===== config.mk =====
export PLATFORM = sky130hd
export DESIGN_NAME = psq_top
export DESIGN_NICKNAME = d
export VERILOG_FILES = /design/src/rtl/psq_pkg.sv /design/src/rtl/psq_i2c.sv /design/src/rtl/psq_top.sv
export VERILOG_INCLUDE_DIRS = /design/src /design/src/rtl
export SDC_FILE = /design/constraint.sdc
export NUM_CORES = 1
export LEC_CHECK = 0
export BUFFER_PORTS_ARGS = -buffer_cell sky130_fd_sc_hd__buf_2
export CAP_MARGIN = 20
export CORE_ASPECT_RATIO = 0.9
export CORE_UTILIZATION = 55
export DETAILED_ROUTE_END_ITERATION = 8
export PLACE_DENSITY = 0.74
export SLEW_MARGIN = 30
export SYNTH_ARGS = -nofsm -noshare
export SYNTH_HDL_FRONTEND = slang
export SYNTH_HIERARCHICAL = 1
export SYNTH_SLANG_ARGS = --single-unit

===== constraint.sdc =====
create_clock -name aclk -period 4.55 [get_ports aclk]
set_input_delay 0.2275 -clock aclk [delete_from_list [all_inputs] [get_ports aclk]]
set_output_delay 0.2275 -clock aclk [all_outputs]
set_load 0.01 [all_outputs]

===== src/rtl/psq_defs.svh =====
/*
 * sequencer constants: indices, codes, fields, resets.
 * assumes: included by bare name.
 */
`ifndef PSQ_DEFS_SVH
`define PSQ_DEFS_SVH
// Summary of operation
// - host command starts a measurement set
// - autonomous repeat; interrupt per set or crossing
// - up to three measurements, per channel list
// - per-measurement LED selection, any combination
// - optional threshold compare, interrupt on crossing
// - interrupt after complete set, ignoring thresholds
// - separate drive current per LED, changeable anytime
// - overflow loads all ones, flags response
// - data overflow does not latch
// - response overflow held until no-op command
// - commands still executed during overflow
// - integration time lengthened by configuration
// - three independent LED driver outputs
// - answer general call and its reset
// - seven-bit pointer, bit six stops increment
// - alert line open-drain, released after reset

// register word indices (byte address = index * 4)
`define PSQ_IDX_CTRL 6'h00
`define PSQ_IDX_CMD 6'h01
`define PSQ_IDX_RESP 6'h02
`define PSQ_IDX_CHANNEL_ENABLE_LIST 6'h03
`define PSQ_IDX_LEDSEL 6'h04
`define PSQ_IDX_LEDCUR 6'h05
`define PSQ_IDX_RATE 6'h06
`define PSQ_IDX_THR0 6'h07
`define PSQ_IDX_THR1 6'h08
`define PSQ_IDX_THR2 6'h09
`define PSQ_IDX_ADCCFG 6'h0a
`define PSQ_IDX_DATA0 6'h0b
`define PSQ_IDX_DATA1 6'h0c
`define PSQ_IDX_DATA2 6'h0d
`define PSQ_IDX_STAT 6'h0e
`define PSQ_IDX_MASK 6'h0f
`define PSQ_IDX_LAST 6'h0f

// command codes written to the command register
`define PSQ_CMD_NOP 8'h00
`define PSQ_CMD_FORCE 8'h05
`define PSQ_CMD_PAUSE 8'h09
`define PSQ_CMD_AUTO 8'h0d

// reset values of the configuration
`define PSQ_RST_CHANNEL_ENABLE_LIST 3'h7
`define PSQ_RST_LEDSEL 9'h111
`define PSQ_RST_LEDCUR 12'h111
`define PSQ_RST_RATE 16'h0100
`define PSQ_RST_THR 48'h0
`define PSQ_RST_INTEG 3'h0

// data and timing
`define PSQ_OVF_DATA 16'hffff
`define PSQ_TICK_ZERO 8'h00
`define PSQ_STAT_SET 3

// two-wire link
`define PSQ_I2C_ADDR 7'h5a
`define PSQ_GC_ADDR 7'h00
`define PSQ_GC_RESET 8'h06
`define PSQ_PTR_NOINC 6
`define PSQ_BITS_BYTE 4'h8
`define PSQ_BIT_LAST 4'h7

// bus responses
`define PSQ_OKAY 2'b00
`define PSQ_SLVERR 2'b10
`endif


===== src/rtl/psq_pkg.sv =====
/*
 * sequencer types: states and state records.
 * assumes: constants header on the include path.
 */
`include "psq_defs.svh"
package psq_pkg;

    // measurement sequencer states
    typedef enum logic [1:0] {
        seq_idle = 2'b00,
        seq_fire = 2'b01,
        seq_wait = 2'b10
    } psq_seq_e;

    // two-wire slave states
    typedef enum logic [2:0] {
        i2c_idle = 3'b000,
        i2c_rx = 3'b001,
        i2c_ack = 3'b010,
        i2c_tx = 3'b011,
        i2c_rack = 3'b100
    } psq_i2c_e;

    // software configuration
    typedef struct packed {
        logic thr_en;
        logic set_irq;
        logic [2:0] channel_enable_list;
        logic [8:0] ledsel;
        logic [11:0] ledcur;
        logic [15:0] rate;
        logic [47:0] thr;
        logic rng;
        logic [2:0] integ;
        logic [3:0] mask;
    } psq_cfg_s;

    // two-wire slave state
    typedef struct packed {
        logic scl1, scl2, scl3;
        logic sda1, sda2, sda3;
        psq_i2c_e st;
        logic [3:0] cnt;
        logic [7:0] sh;
        logic [1:0] nbyte;
        logic rw;
        logic gc;
        logic [6:0] ptr;
        logic sda_oe_n;
        logic sda_o;
        logic wr_stb;
        logic [5:0] wr_idx;
        logic [7:0] wr_byte;
        logic gc_rst;
    } psq_i2c_s;

endpackage


===== src/rtl/psq_i2c.sv =====
/*
 * two-wire slave: address, general call, pointer, byte access.
 * assumes: raw pins; rd_byte is combinational from ptr_idx.
 */
`timescale 1ns/10ps
module psq_i2c
    import psq_pkg::*;
(
    // clock and reset
    input wire logic aclk,
    input wire logic aresetn,
    // pins
    input wire logic scl_i,
    input wire logic sda_i,
    output logic sda_o,
    output logic sda_oe_n,
    // register side
    input wire logic [7:0] rd_byte,
    output logic [5:0] ptr_idx,
    output logic wr_stb,
    output logic [5:0] wr_idx,
    output logic [7:0] wr_byte,
    output logic gc_rst
);

    localparam psq_i2c_s RST = '{st: i2c_idle, sda_oe_n: 1'b1, scl1: 1'b1, scl2: 1'b1,
        scl3: 1'b1, sda1: 1'b1, sda2: 1'b1, sda3: 1'b1, default: '0};

    psq_i2c_s c, next_c;
    logic rise, fall, start, stop;

    // pointer step unless increment is disabled
    function automatic logic [6:0] step(input logic [6:0] p);
        step = p[`PSQ_PTR_NOINC] ? p : {1'b0, p[5:0] + 6'h01};
    endfunction

    // line events from synced samples
    assign rise = c.scl2 & ~c.scl3;
    assign fall = ~c.scl2 & c.scl3;
    assign start = c.scl2 & c.scl3 & c.sda3 & ~c.sda2;
    assign stop = c.scl2 & c.scl3 & ~c.sda3 & c.sda2;

    // next state
    always_comb begin
        next_c = c;
        next_c.scl1 = scl_i;
        next_c.scl2 = c.scl1;
        next_c.scl3 = c.scl2;
        next_c.sda1 = sda_i;
        next_c.sda2 = c.sda1;
        next_c.sda3 = c.sda2;
        next_c.wr_stb = 1'b0;
        next_c.gc_rst = 1'b0;
        next_c.sda_o = 1'b0;
        if (start) begin
            next_c.st = i2c_rx;
            next_c.cnt = 4'h0;
            next_c.nbyte = 2'h0;
            next_c.sda_oe_n = 1'b1;
        end else if (stop) begin
            next_c.st = i2c_idle;
            next_c.sda_oe_n = 1'b1;
        end else begin
            unique case (c.st)
                i2c_idle: begin
                    next_c.sda_oe_n = 1'b1;
                end
                i2c_rx: begin
                    if (rise) begin
                        next_c.sh = {c.sh[6:0], c.sda2};
                        next_c.cnt = c.cnt + 4'h1;
                    end
                    if (fall && c.cnt == `PSQ_BITS_BYTE) begin
                        next_c.cnt = 4'h0;
                        next_c.st = i2c_ack;
                        next_c.sda_oe_n = 1'b0;
                        if (c.nbyte == 2'h0) begin
                            next_c.rw = c.sh[0];
                            next_c.gc = (c.sh[7:1] == `PSQ_GC_ADDR);
                            if (c.sh[7:1] != `PSQ_I2C_ADDR && !(c.sh[7:1] == `PSQ_GC_ADDR && !c.sh[0])) begin
                                next_c.st = i2c_idle;
                                next_c.sda_oe_n = 1'b1;
                            end
                        end else if (c.gc) begin
                            next_c.gc_rst = (c.nbyte == 2'h1) && (c.sh == `PSQ_GC_RESET);
                        end else if (c.nbyte == 2'h1) begin
                            next_c.ptr = c.sh[6:0];
                        end else begin
                            next_c.wr_stb = 1'b1;
                            next_c.wr_idx = c.ptr[5:0];
                            next_c.wr_byte = c.sh;
                            next_c.ptr = step(c.ptr);
                        end
                        if (c.nbyte != 2'h2) begin
                            next_c.nbyte = c.nbyte + 2'h1;
                        end
                    end
                end
                i2c_ack: begin
                    if (fall && c.rw) begin
                        next_c.sh = rd_byte;
                        next_c.sda_oe_n = rd_byte[7];
                        next_c.ptr = step(c.ptr);
                        next_c.cnt = 4'h0;
                        next_c.st = i2c_tx;
                    end else if (fall) begin
                        next_c.sda_oe_n = 1'b1;
                        next_c.st = i2c_rx;
                    end
                end
                i2c_tx: begin
                    if (fall && c.cnt == `PSQ_BIT_LAST) begin
                        next_c.sda_oe_n = 1'b1;
                        next_c.st = i2c_rack;
                    end else if (fall) begin
                        next_c.sda_oe_n = c.sh[6];
                        next_c.sh = {c.sh[6:0], 1'b0};
                        next_c.cnt = c.cnt + 4'h1;
                    end
                end
                i2c_rack: begin
                    if (rise) begin
                        next_c.rw = ~c.sda2; // master ack keeps reading
                        next_c.st = i2c_ack;
                    end
                end
                default: begin
                    next_c.st = i2c_idle;
                end
            endcase
        end
    end

    // state register
    always_ff @(posedge aclk) begin
        if (!aresetn) begin
            c <= RST;
        end else begin
            c <= next_c;
        end
    end

    assign sda_o = c.sda_o;
    assign sda_oe_n = c.sda_oe_n;
    assign ptr_idx = c.ptr[5:0];
    assign wr_stb = c.wr_stb;
    assign wr_idx = c.wr_idx;
    assign wr_byte = c.wr_byte;
    assign gc_rst = c.gc_rst;

endmodule


===== src/rtl/psq_top.sv =====
/*
 * proximity measurement sequencer: register file,
 * bus slaves and measurement sequence.
 * assumes: converter handshake on aclk;
 * link pins raw.
 */
// The placing of the registers and the AXI4-Lite register port are this design's own decisions.
`timescale 1ns/10ps
module psq_top
    import psq_pkg::*;
(
    // clock and reset
    input wire logic aclk,
    input wire logic aresetn,
    // axi write address and data
    input wire logic [7:0] awaddr,
    input wire logic awvalid,
    output logic awready,
    input wire logic [31:0] wdata,
    input wire logic [3:0] wstrb,
    input wire logic wvalid,
    output logic wready,
    // axi write response
    output logic [1:0] bresp,
    output logic bvalid,
    input wire logic bready,
    // axi read
    input wire logic [7:0] araddr,
    input wire logic arvalid,
    output logic arready,
    output logic [31:0] rdata,
    output logic [1:0] rresp,
    output logic rvalid,
    input wire logic rready,
    // two-wire link pins
    input wire logic scl_i,
    input wire logic sda_i,
    output logic sda_o,
    output logic sda_oe_n,
    // alert pin and interrupt
    output logic int_o,
    output logic int_oe_n,
    output logic irq,
    // converter
    output logic adc_start,
    input wire logic adc_done,
    input wire logic [15:0] adc_data,
    input wire logic adc_ovf,
    output logic adc_range,
    output logic [2:0] adc_integ,
    // LED drivers
    output logic [2:0] led_en,
    output logic [11:0] led_cur
);

    //--------------------------------------------------------------
    // state record
    //--------------------------------------------------------------
    typedef struct packed {
        psq_cfg_s cfg;
        psq_seq_e seq;
        logic [1:0] ch;
        logic auto_on;
        logic pend;
        logic [23:0] tmr;
        logic [2:0] above;
        logic [2:0] ovf;
        logic [47:0] data;
        logic [3:0] stat;
        logic [2:0] led_en;
        logic adc_start;
        logic irq;
        logic int_oe_n;
        logic int_o;
        logic aw_ok;
        logic [5:0] aw_idx;
        logic aw_bad;
        logic w_ok;
        logic [31:0] wd;
        logic [3:0] ws;
        logic awready;
        logic wready;
        logic bvalid;
        logic [1:0] bresp;
        logic arready;
        logic rvalid;
        logic [31:0] rdata;
        logic [1:0] rresp;
    } psq_top_s;

    localparam psq_cfg_s CFG_RST = '{channel_enable_list: `PSQ_RST_CHANNEL_ENABLE_LIST, ledsel: `PSQ_RST_LEDSEL,
        ledcur: `PSQ_RST_LEDCUR, rate: `PSQ_RST_RATE, thr: `PSQ_RST_THR,
        integ: `PSQ_RST_INTEG, default: '0};
    localparam psq_top_s RST = '{cfg: CFG_RST, seq: seq_idle, int_oe_n: 1'b1,
        awready: 1'b1, wready: 1'b1, arready: 1'b1, default: '0};

    psq_top_s c, next_c;

    //--------------------------------------------------------------
    // two-wire slave
    //--------------------------------------------------------------
    logic [5:0] i2c_ptr;
    logic i2c_wr;
    logic [5:0] i2c_idx;
    logic [7:0] i2c_byte;
    logic i2c_gc;
    logic [31:0] i2c_word;

    // link reads see the low byte of the addressed register
    assign i2c_word = rd_reg(c, i2c_ptr);

    psq_i2c u_i2c (
        .aclk(aclk),
        .aresetn(aresetn),
        .scl_i(scl_i),
        .sda_i(sda_i),
        .sda_o(sda_o),
        .sda_oe_n(sda_oe_n),
        .rd_byte(i2c_word[7:0]),
        .ptr_idx(i2c_ptr),
        .wr_stb(i2c_wr),
        .wr_idx(i2c_idx),
        .wr_byte(i2c_byte),
        .gc_rst(i2c_gc)
    );

    //--------------------------------------------------------------
    // helpers
    //--------------------------------------------------------------
    // byte-lane merge of new data over old
    function automatic logic [31:0] merge(input logic [31:0] o, input logic [31:0] d,
        input logic [3:0] s);
        merge = o;
        for (int i = 0; i < 4; i++) begin
            if (s[i]) begin
                merge[i*8 +: 8] = d[i*8 +: 8];
            end
        end
    endfunction

    // register read map; reserved bits read zero
    function automatic logic [31:0] rd_reg(input psq_top_s s, input logic [5:0] idx);
        rd_reg = 32'h0;
        unique case (idx)
            `PSQ_IDX_CTRL: rd_reg[1:0] = {s.cfg.set_irq, s.cfg.thr_en};
            `PSQ_IDX_RESP: rd_reg[5:0] = {s.auto_on, s.seq != seq_idle, 1'b0, s.ovf};
            `PSQ_IDX_CHANNEL_ENABLE_LIST: rd_reg[2:0] = s.cfg.channel_enable_list;
            `PSQ_IDX_LEDSEL: rd_reg[8:0] = s.cfg.ledsel;
            `PSQ_IDX_LEDCUR: rd_reg[11:0] = s.cfg.ledcur;
            `PSQ_IDX_RATE: rd_reg[15:0] = s.cfg.rate;
            `PSQ_IDX_THR0: rd_reg[15:0] = s.cfg.thr[15:0];
            `PSQ_IDX_THR1: rd_reg[15:0] = s.cfg.thr[31:16];
            `PSQ_IDX_THR2: rd_reg[15:0] = s.cfg.thr[47:32];
            `PSQ_IDX_ADCCFG: rd_reg[3:0] = {s.cfg.integ, s.cfg.rng};
            `PSQ_IDX_DATA0: rd_reg[15:0] = s.data[15:0];
            `PSQ_IDX_DATA1: rd_reg[15:0] = s.data[31:16];
            `PSQ_IDX_DATA2: rd_reg[15:0] = s.data[47:32];
            `PSQ_IDX_STAT: rd_reg[3:0] = s.stat;
            `PSQ_IDX_MASK: rd_reg[3:0] = s.cfg.mask;
            default: rd_reg = 32'h0;
        endcase
    endfunction

    //--------------------------------------------------------------
    // next state
    //--------------------------------------------------------------
    always_comb begin
        logic we;
        logic [5:0] widx;
        logic [31:0] m;
        logic go;
        logic hit;
        logic [5:0] ridx;
        we = 1'b0;
        widx = c.aw_idx;
        m = 32'h0;
        go = 1'b0;
        hit = 1'b0;
        ridx = araddr[7:2];
        next_c = c;
        next_c.adc_start = 1'b0;
        next_c.int_o = 1'b0;

        // axi aw and w, either order
        if (awvalid && c.awready) begin
            next_c.aw_ok = 1'b1;
            next_c.aw_idx = awaddr[7:2];
            next_c.aw_bad = (awaddr[7:2] > `PSQ_IDX_LAST);
        end
        if (wvalid && c.wready) begin
            next_c.w_ok = 1'b1;
            next_c.wd = wdata;
            next_c.ws = wstrb;
        end
        if (c.bvalid && bready) begin
            next_c.bvalid = 1'b0;
        end

        // link writes go first; an axi write waits one cycle
        if (i2c_wr) begin
            we = 1'b1;
            widx = i2c_idx;
            m = merge(rd_reg(c, i2c_idx), {24'h0, i2c_byte}, 4'h1);
        end else if (c.aw_ok && c.w_ok && !c.bvalid) begin
            we = !c.aw_bad;
            m = merge(rd_reg(c, c.aw_idx), c.wd, c.ws);
            next_c.aw_ok = 1'b0;
            next_c.w_ok = 1'b0;
            next_c.bvalid = 1'b1;
            next_c.bresp = c.aw_bad ? `PSQ_SLVERR : `PSQ_OKAY;
        end

        // register writes
        if (we) begin
            unique case (widx)
                `PSQ_IDX_CTRL: {next_c.cfg.set_irq, next_c.cfg.thr_en} = m[1:0];
                `PSQ_IDX_CMD: begin
                    // commands run whatever the overflow state
                    unique case (m[7:0])
                        `PSQ_CMD_NOP: next_c.ovf = 3'h0;
                        `PSQ_CMD_FORCE: go = 1'b1;
                        `PSQ_CMD_AUTO: next_c.auto_on = 1'b1;
                        `PSQ_CMD_PAUSE: next_c.auto_on = 1'b0;
                        default: go = 1'b0;
                    endcase
                end
                `PSQ_IDX_CHANNEL_ENABLE_LIST: next_c.cfg.channel_enable_list = m[2:0];
                `PSQ_IDX_LEDSEL: next_c.cfg.ledsel = m[8:0];
                `PSQ_IDX_LEDCUR: next_c.cfg.ledcur = m[11:0];
                `PSQ_IDX_RATE: next_c.cfg.rate = m[15:0];
                `PSQ_IDX_THR0: next_c.cfg.thr[15:0] = m[15:0];
                `PSQ_IDX_THR1: next_c.cfg.thr[31:16] = m[15:0];
                `PSQ_IDX_THR2: next_c.cfg.thr[47:32] = m[15:0];
                `PSQ_IDX_ADCCFG: {next_c.cfg.integ, next_c.cfg.rng} = m[3:0];
                `PSQ_IDX_STAT: next_c.stat = c.stat & ~m[3:0];
                `PSQ_IDX_MASK: next_c.cfg.mask = m[3:0];
                default: go = 1'b0;
            endcase
        end

        // axi read, answered next edge
        if (c.rvalid && rready) begin
            next_c.rvalid = 1'b0;
        end
        if (arvalid && c.arready) begin
            hit = (ridx <= `PSQ_IDX_LAST);
            next_c.rvalid = 1'b1;
            next_c.rdata = rd_reg(c, ridx);
            next_c.rresp = hit ? `PSQ_OKAY : `PSQ_SLVERR;
            if (ridx == `PSQ_IDX_STAT) begin
                next_c.stat = next_c.stat & ~c.stat;
            end
        end

        // general-call reset restores defaults
        if (i2c_gc) begin
            next_c.cfg = CFG_RST;
            next_c.auto_on = 1'b0;
        end

        // autonomous interval timer
        if (c.auto_on) begin
            if (c.tmr >= {c.cfg.rate, `PSQ_TICK_ZERO}) begin
                next_c.tmr = 24'h0;
                next_c.pend = 1'b1;
            end else begin
                next_c.tmr = c.tmr + 24'h1;
            end
        end else begin
            next_c.tmr = 24'h0;
            next_c.pend = 1'b0;
        end

        // sequence; sets after clears
        unique case (c.seq)
            seq_idle: begin
                if (go || c.pend) begin
                    next_c.pend = 1'b0;
                    next_c.ch = 2'h0;
                    next_c.seq = seq_fire;
                end
            end
            seq_fire: begin
                if (c.ch == 2'h3) begin
                    next_c.seq = seq_idle;
                    if (c.cfg.set_irq) begin
                        next_c.stat[`PSQ_STAT_SET] = 1'b1;
                    end
                end else if (c.cfg.channel_enable_list[c.ch]) begin
                    next_c.led_en = c.cfg.ledsel[c.ch*3 +: 3];
                    next_c.adc_start = 1'b1;
                    next_c.seq = seq_wait;
                end else begin
                    next_c.ch = c.ch + 2'h1;
                end
            end
            seq_wait: begin
                if (adc_done) begin
                    next_c.led_en = 3'h0;
                    next_c.data[c.ch*16 +: 16] = adc_ovf ? `PSQ_OVF_DATA : adc_data;
                    if (adc_ovf) begin
                        next_c.ovf[c.ch] = 1'b1;
                    end
                    next_c.above[c.ch] = (adc_data > c.cfg.thr[c.ch*16 +: 16]) | adc_ovf;
                    if (c.cfg.thr_en && (next_c.above[c.ch] != c.above[c.ch])) begin
                        next_c.stat[c.ch] = 1'b1;
                    end
                    next_c.ch = c.ch + 2'h1;
                    next_c.seq = seq_fire;
                end
            end
            default: begin
                next_c.seq = seq_idle;
            end
        endcase

        // channel handshakes and alert line
        next_c.awready = !next_c.aw_ok && !next_c.bvalid;
        next_c.wready = !next_c.w_ok && !next_c.bvalid;
        next_c.arready = !next_c.rvalid;
        next_c.irq = |(next_c.stat & next_c.cfg.mask);
        next_c.int_oe_n = !next_c.irq;
    end

    //--------------------------------------------------------------
    // state register
    //--------------------------------------------------------------
    always_ff @(posedge aclk) begin
        if (!aresetn) begin
            c <= RST;
        end else begin
            c <= next_c;
        end
    end

    //--------------------------------------------------------------
    // outputs
    //--------------------------------------------------------------
    // from the state record
    assign awready = c.awready;
    assign wready = c.wready;
    assign bvalid = c.bvalid;
    assign bresp = c.bresp;
    assign arready = c.arready;
    assign rvalid = c.rvalid;
    assign rdata = c.rdata;
    assign rresp = c.rresp;
    assign int_o = c.int_o;
    assign int_oe_n = c.int_oe_n;
    assign irq = c.irq;
    assign adc_start = c.adc_start;
    assign led_en = c.led_en;

    // converter and LED settings
    assign adc_range = c.cfg.rng;
    assign adc_integ = c.cfg.integ;
    assign led_cur = c.cfg.ledcur;

endmodule


## Yosys cells after proc, flatten, opt, wreduce, memory -nomap -nowiden

Cells that the tools add are included.

| operators by class | value |
|---|---|
| magnitude comparators | 6 |
| bitwise logic cells | 31 |
| mux-type cells | 128 |
| reduce and logical (&&, ||, !) cells | 77 |
| $mul | 1 |
| equal/unequal tests | 103 |
| shift operators | 4 |
| $add $sub $neg | 6 |

Operators by type and width:

| kind | count |
|---|---|
| == test 6 x 4 -> 1 bit, second input constant | 34 |
| == test 6 x 3 -> 1 bit, second input constant | 20 |
| case mux 2 bit (15 select lines) | 3 |
| case mux 4 bit (7 select lines) | 3 |
| case mux 3 bit (9 select lines) | 3 |
| case mux 3 bit (8 select lines) | 3 |
| two-way mux 12 bit | 5 |
| case mux 2 bit (10 select lines) | 3 |
| two-way mux 58 bit | 1 |
| two-way mux 51 bit | 1 |
| two-way mux 7 bit | 7 |
| bitwise mux 48 bit | 1 |
| two-way mux 16 bit | 3 |
| two-way mux 4 bit | 12 |
| variable shift 16 x 34 -> 48 bit, first input constant | 1 |
| indexed part select 16 x 34 -> 48 bit | 1 |
| indexed part select 48 x 7 -> 16 bit | 1 |
| == test 6 x 2 -> 1 bit, second input constant | 7 |
| case mux 1 bit (14 select lines) | 3 |
| two-way mux 37 bit | 1 |
| two-way mux 3 bit | 12 |
| case mux 1 bit (12 select lines) | 3 |
| case mux 12 bit (3 select lines) | 1 |
| two-way mux 35 bit | 1 |
| 77 further kinds | 226 |

| word-level totals | value |
|---|---|
| register bits after elaboration | 312 |
| output and inout port bits | 66 |
| bits of input ports | 79 |
| word-level logic and storage cells | 415 |

## Depth between registers and ports, before layout

| depth | value |
|---|---|
| depth in word-level cells | 19 |
| mapped depth | 14 |
| depth with buffers taken out | 12 |

## Cells and area by module

The synthesis kept the hierarchy.

By module, submodules not included:

| module | area an instance (um^2) | cells each | instances | seq. area each (um^2) |
|---|---|---|---|---|
| psq_top | 15133.3 | 1894 | 1 | 4844.6 |
| psq_i2c | 2773.9 | 344 | 1 | 980.9 |

## Least setup slack after synthesis

No wires, ideal clock.

| timing | value |
|---|---|
| path kind | register -> register |
| start | register c[178] (netlist bit) |
| end | register c, in the netlist irq |
| path slack | 0.438 ns |
| arrival time | 3.977 ns |
| period minus slack after synthesis | 4.112 ns |
| data required time | 4.416 ns |
| stages on the path, launching flop included | 15 |
| path buffers | 3 |
| library setup time | 0.134 ns |
| cells stage by stage | dfxtp_1 > clkbuf_1 > buf_1 > inv_1 > buf_1 > a31oi_1 > ha_1 > a21o_1 > a21o_1 > a2111oi_0 > nand4_1 > a21oi_1 > nor3_1 > o21a_1 > or4b_1 |

| between the ends | value |
|---|---|
| word-level cells in the longest chain between the ends | 14 |
| elaborated cells on any way between the ends | 24 |
| those cells by class | order compare (3); eq/ne (2); shift (1); mux (12); bitwise (3); reduce/logical (3) |

RTL lines:

| element | line | source |
|---|---|---|
| from (decl) | psq_top.sv:97 | `psq_top_s c, next_c;` |
| from (signal assigned) | psq_top.sv:332 | `c <= next_c;` |
| branches (longest 12 deep; another with > comparator 16 bit) | n/a |  |
| AND 4 bit * | psq_top.sv:321 | `next_c.irq = \|(next_c.stat & next_c.cfg.mask);` |
| OR reduction 4 bit * | psq_top.sv:321 |  |

Every way passes the cells marked *. The select of a mux whose other input is x is not followed.
A chain may end at the register's enable or synchronous reset.

## Worst setup path in the final report

| timing | value |
|---|---|
| start | register c[79] (netlist bit) |
| end | register c, in the netlist irq |

| between the ends | value |
|---|---|
| word-level cells in the longest chain between the ends | 18 |
| elaborated cells on any way between the ends | 43 |
| those cells by class | eq/ne (16); mux (20); bitwise (5); reduce/logical (2) |

RTL lines:

| element | line | source |
|---|---|---|
| == test 6 x 4 -> 1 bit, or another cell as far along | psq_top.sv:144 | `unique case (idx)` |
| case mux 1 bit (12 select lines), or another cell as far along | psq_top.sv:144 |  |
| two-way mux 8 bit | psq_top.sv:135 | `if (s[i]) begin` |
| two-way mux 16 bit | psq_top.sv:204 | `end else if (c.aw_ok && c.w_ok && !c.bvalid) begin` |
| two-way mux 16 bit | psq_top.sv:200 | `if (i2c_wr) begin` |
| inverter 4 bit | psq_top.sv:235 | `` `PSQ_IDX_STAT: next_c.stat = c.stat & ~m[3:0]; `` |
| AND 4 bit | psq_top.sv:235 |  |
| two-way mux 4 bit | psq_top.sv:215 | `unique case (widx)` |
| (+2 left out) | n/a |  |
| two-way mux 4 bit | psq_top.sv:250 | `` if (ridx == `PSQ_IDX_STAT) begin `` |
| two-way mux 4 bit | psq_top.sv:245 | `if (arvalid && c.arready) begin` |
| bitwise OR 4 bit (no line) | n/a |  |
| two-way mux 4 bit | psq_top.sv:305 | `if (c.cfg.thr_en && (next_c.above[c.ch] != c.above[c.ch])) begin` |
| two-way mux 58 bit | psq_top.sv:298 | `if (adc_done) begin` |
| case mux 1 bit (2 select lines) / two-way mux 3 bit (equally long branches) | psq_top.sv:275 | `unique case (c.seq)` |
| AND 4 bit * | psq_top.sv:321 |  |
| OR reduction 4 bit * | psq_top.sv:321 |  |

Every way passes the cells marked *; elsewhere a longest branch is shown, timed or not. The select of a mux whose other input is x is not followed.

==> key figures <==
Place
  – GP Congestion: 1.036
  – I/O Buffers: 102
  – Post-detail-place hpwl: 50.91 mm

Timing
  – Skew final: 0.01259 ns
  – Final Hold Violating Endpoints: 0
  – Tmin final: 3.872 ns
  – Worst rel slew slack: 28.95%
  – Slew Limit Fails: 0
  – Unrepaired setup endpoints after global routing: false
  – Setup Total Neg Slack: 0 ns
  – Slew @ Worst Pin: 1.065 ns
  – Final period util: 85.11%
  – Endpoints failing setup: 0
  – Max Fclk: 0.2582 GHz

CTS
  – Clock Sink Count: 291
  – Post-CTS Repair Setup Buffers: 0
  – Maximum root-to-sink buffer count: 3
  – Later-pin clock latency in the skew report: 0.59 ns
  – CTS Root Cell: clkbuf_16
  – CTS resizes: 0
  – Post-CTS Hold Fix Bufs: 35
  – Clock H-tree levels: 1
  – CTS clk-pin slew, worst paths: 0.07 ns
  – Total CTS buffers: 30
  – CTS tree: done

Worst setup path
  – CP peak stage delay: 0.93 ns
  – Crit path kind: reg2reg
  – Worst Path Max Fanout: 13
  – FF-to-FF End: irq
  – Critical path depth: 9
  – Setup crit start: c[79]
  – CP Buf/Inv Count: 1
  – CP max stage cell: nor3_2
  – Worst Setup EP: irq
  – Cells along the critical path: nand4bb_1, nor3_2, a221oi_1, a31oi_1, a211oi_2, buf_4, o211ai_1, a21boi_1, or4b_1
  – Worst Setup Start Kind: flop
  – Worst EP arrival: 4.34 ns
  – Cell class contributing the biggest share of worst-path delay: simple AND/OR/NAND/NOR gates
  – Reg2reg start: c[79]
  – Register-to-register setup slack: 0.68 ns
  – Reg2Reg Depth: 9
  – Req. time, crit path: 5.02 ns
  – Crit path capture type: flop

Synth
  – Main combinational cell family by area after synthesis: compound AO/OA/AOI/OAI gates
  – Post-synthesis sequential area ratio: 32.53%
  – Post-synth EDFFs: 0
  – Mux share of post-synthesis cell area: 5.562%
  – Xor and xnor area share after synthesis: 1.321%
  – Register bit total from synthesis: 291
  – Synth Area in Simple Gates: 22.58%
  – Synth Cell Area: 17910 um2
  – FFs w/ async S/R, synth: 0%
  – Mean Syn Cell Area: 8.001 um2
  – Warnings, synthesis: 6
  – Synth Area in Adders: 3.563%
  – Complex-gate fraction of the synthesized area: 26.38%
  – Unique masters post-synth: 102
  – Synth Instances: 2238
  – Top FF cell, synth: dfxtp_1

Run status
  – Status: completed

Cells and area
  – Final #Nets: 2383
  – Most common cell after layout, fill and taps aside: dfxtp_1
  – Fillers: 2752
  – Area Overhead vs Synth: 10.10%
  – Most frequent cells in the layout: 291 x dfxtp_1, 259 x nand2_1, 230 x nor2_1, 111 x o21ai_0, 101 x buf_2
  – Share of post-route cells with drive strength above 1: 13.02%

GRT
  – Global-route wire length before repair: 102.6 mm
  – Initial antenna violation count: 0
  – Gr busiest metal: met1
  – Met1 GRT Util: 59.16%
  – GR Util met3: 11.26%
  – Global route overflow: 0
  – GRT Util Overall: 40.69%
  – Vias in the first global route: 16.30k
  – Global Route met2 Usage: 57.18%
  – Largest net degree at the start of global routing: 94

Power
  – Final Power: 5.655 mW
  – Peak supply drop: 0.0003551 V
  – Leakage: 6.850 nW
  – Power density over the cells: 286.9 nW/um2

Die
  – Cell Rows: 62
  – Initial Util: 56.03%
  – Die width: 192.2 um
  – Core footprint: 31960 um2
  – Ports: 145
  – Die footprint: 33290 um2
  – Die Ht: 173.2 um

Detailed routing
  – Total Wirelength: 69.39 mm
  – Via-to-Cell Ratio: 6.741
  – Final ANT Viol Nets: 0
  – 1st-pass router iterations: 9
  – Vias: 18.14k
  – DRT iter0 DRCs: 2735
  – # DRC: 0
  – WL per Instance: 25.78 um

Worst hold path
  – Tightest Hold Check Type: in2reg

Run
  – Max_cap viols: 0
==> synthesized netlist by cell type (all sizes together), types with 36 or more instances <==
library cell  count  area share [%]
nand2           259             5.4
a211oi           73             3.1
a21oi            78             2.2
o21ai           114             3.2
dfxtp           291              33
a31oi            36             1.3
a22oi            72             3.0
a21boi           85             3.6
nand3            70             2.0
buf             118             4.5
ha               51             3.6
nor2            242             5.1
mux2i            77             4.3
clkbuf          114             2.4
inv              52             1.1
==> tightest hold or removal path: cells and delay by family <==
family                 cells  cell delay (ns)
buffers and inverters      1             0.12
and+or+nand+nor            2             0.21
==> layout make-up <==
cell class,count,area (um2),share of cell area [%]
clock inverter,11,150.1,0.7616
inverter,52,195.2,0.9900
antenna,1,2.502,0.01269
sequential,291,5826,29.55
clock buffer,42,875.8,4.442
timing repair buffer,197,1314,6.664
multi-input combinational,1681,10830,54.94
tap,416,520.5,2.640
==> cell families after synthesis <==
family	after synthesis
other cells	2
xor+xnor	27
simple gates	824
buf+inv	284
fa+ha+maj	51
flops	291
compound gates	663
mux	96
==> routing by layer <==
| layer | wire length [um] | share of wire [%] |
|---|---|---|
| met5 | 0 | 0 |
| met4 | 2451 | 3.5 |
| met3 | 9264 | 13 |
| met2 | 28130 | 41 |
| met1 | 29540 | 43 |
==> power breakdown <==
group / internal (mW) / switching (mW)
sequential: 2.58 / 0.0492
clock: 1.51 / 1.10
combinational: 0.155 / 0.268
==> per-stage QoR <==
step	setup WS, ns	instances	hold slack, ns	util, %	instance area, um2
after global placement	0.8602	2602	0.3924	57.25	18300
after global routing	0.4199	2690	0.03236	61.68	19710
after CTS	0.7577	2690	0.008543	61.61	19690
final	0.6776	2691	0.01542	61.69	19720
after detailed placement	0.7736	2602	0.3953	57.30	18320
after floorplan	0.4385	2256	0.3290	-	17970
==> how the worst min path moves through the flow <==
stage	from	endpoint	slack (ns)	depth (start not counted)
detailed placement	u_i2c/c[46]	u_i2c/c[45]	0.40	1
CTS	adc_data[13]	flop	0.009	3
floorplan	sda_i	u_i2c/c[46]	0.33	1
global placement	u_i2c/c[46]	u_i2c/c[45]	0.39	1
global route	adc_data[4]	flop	0.03	3
finish	araddr[7]	rresp[1]	0.02	3
(Power assumes the default switching activity.)
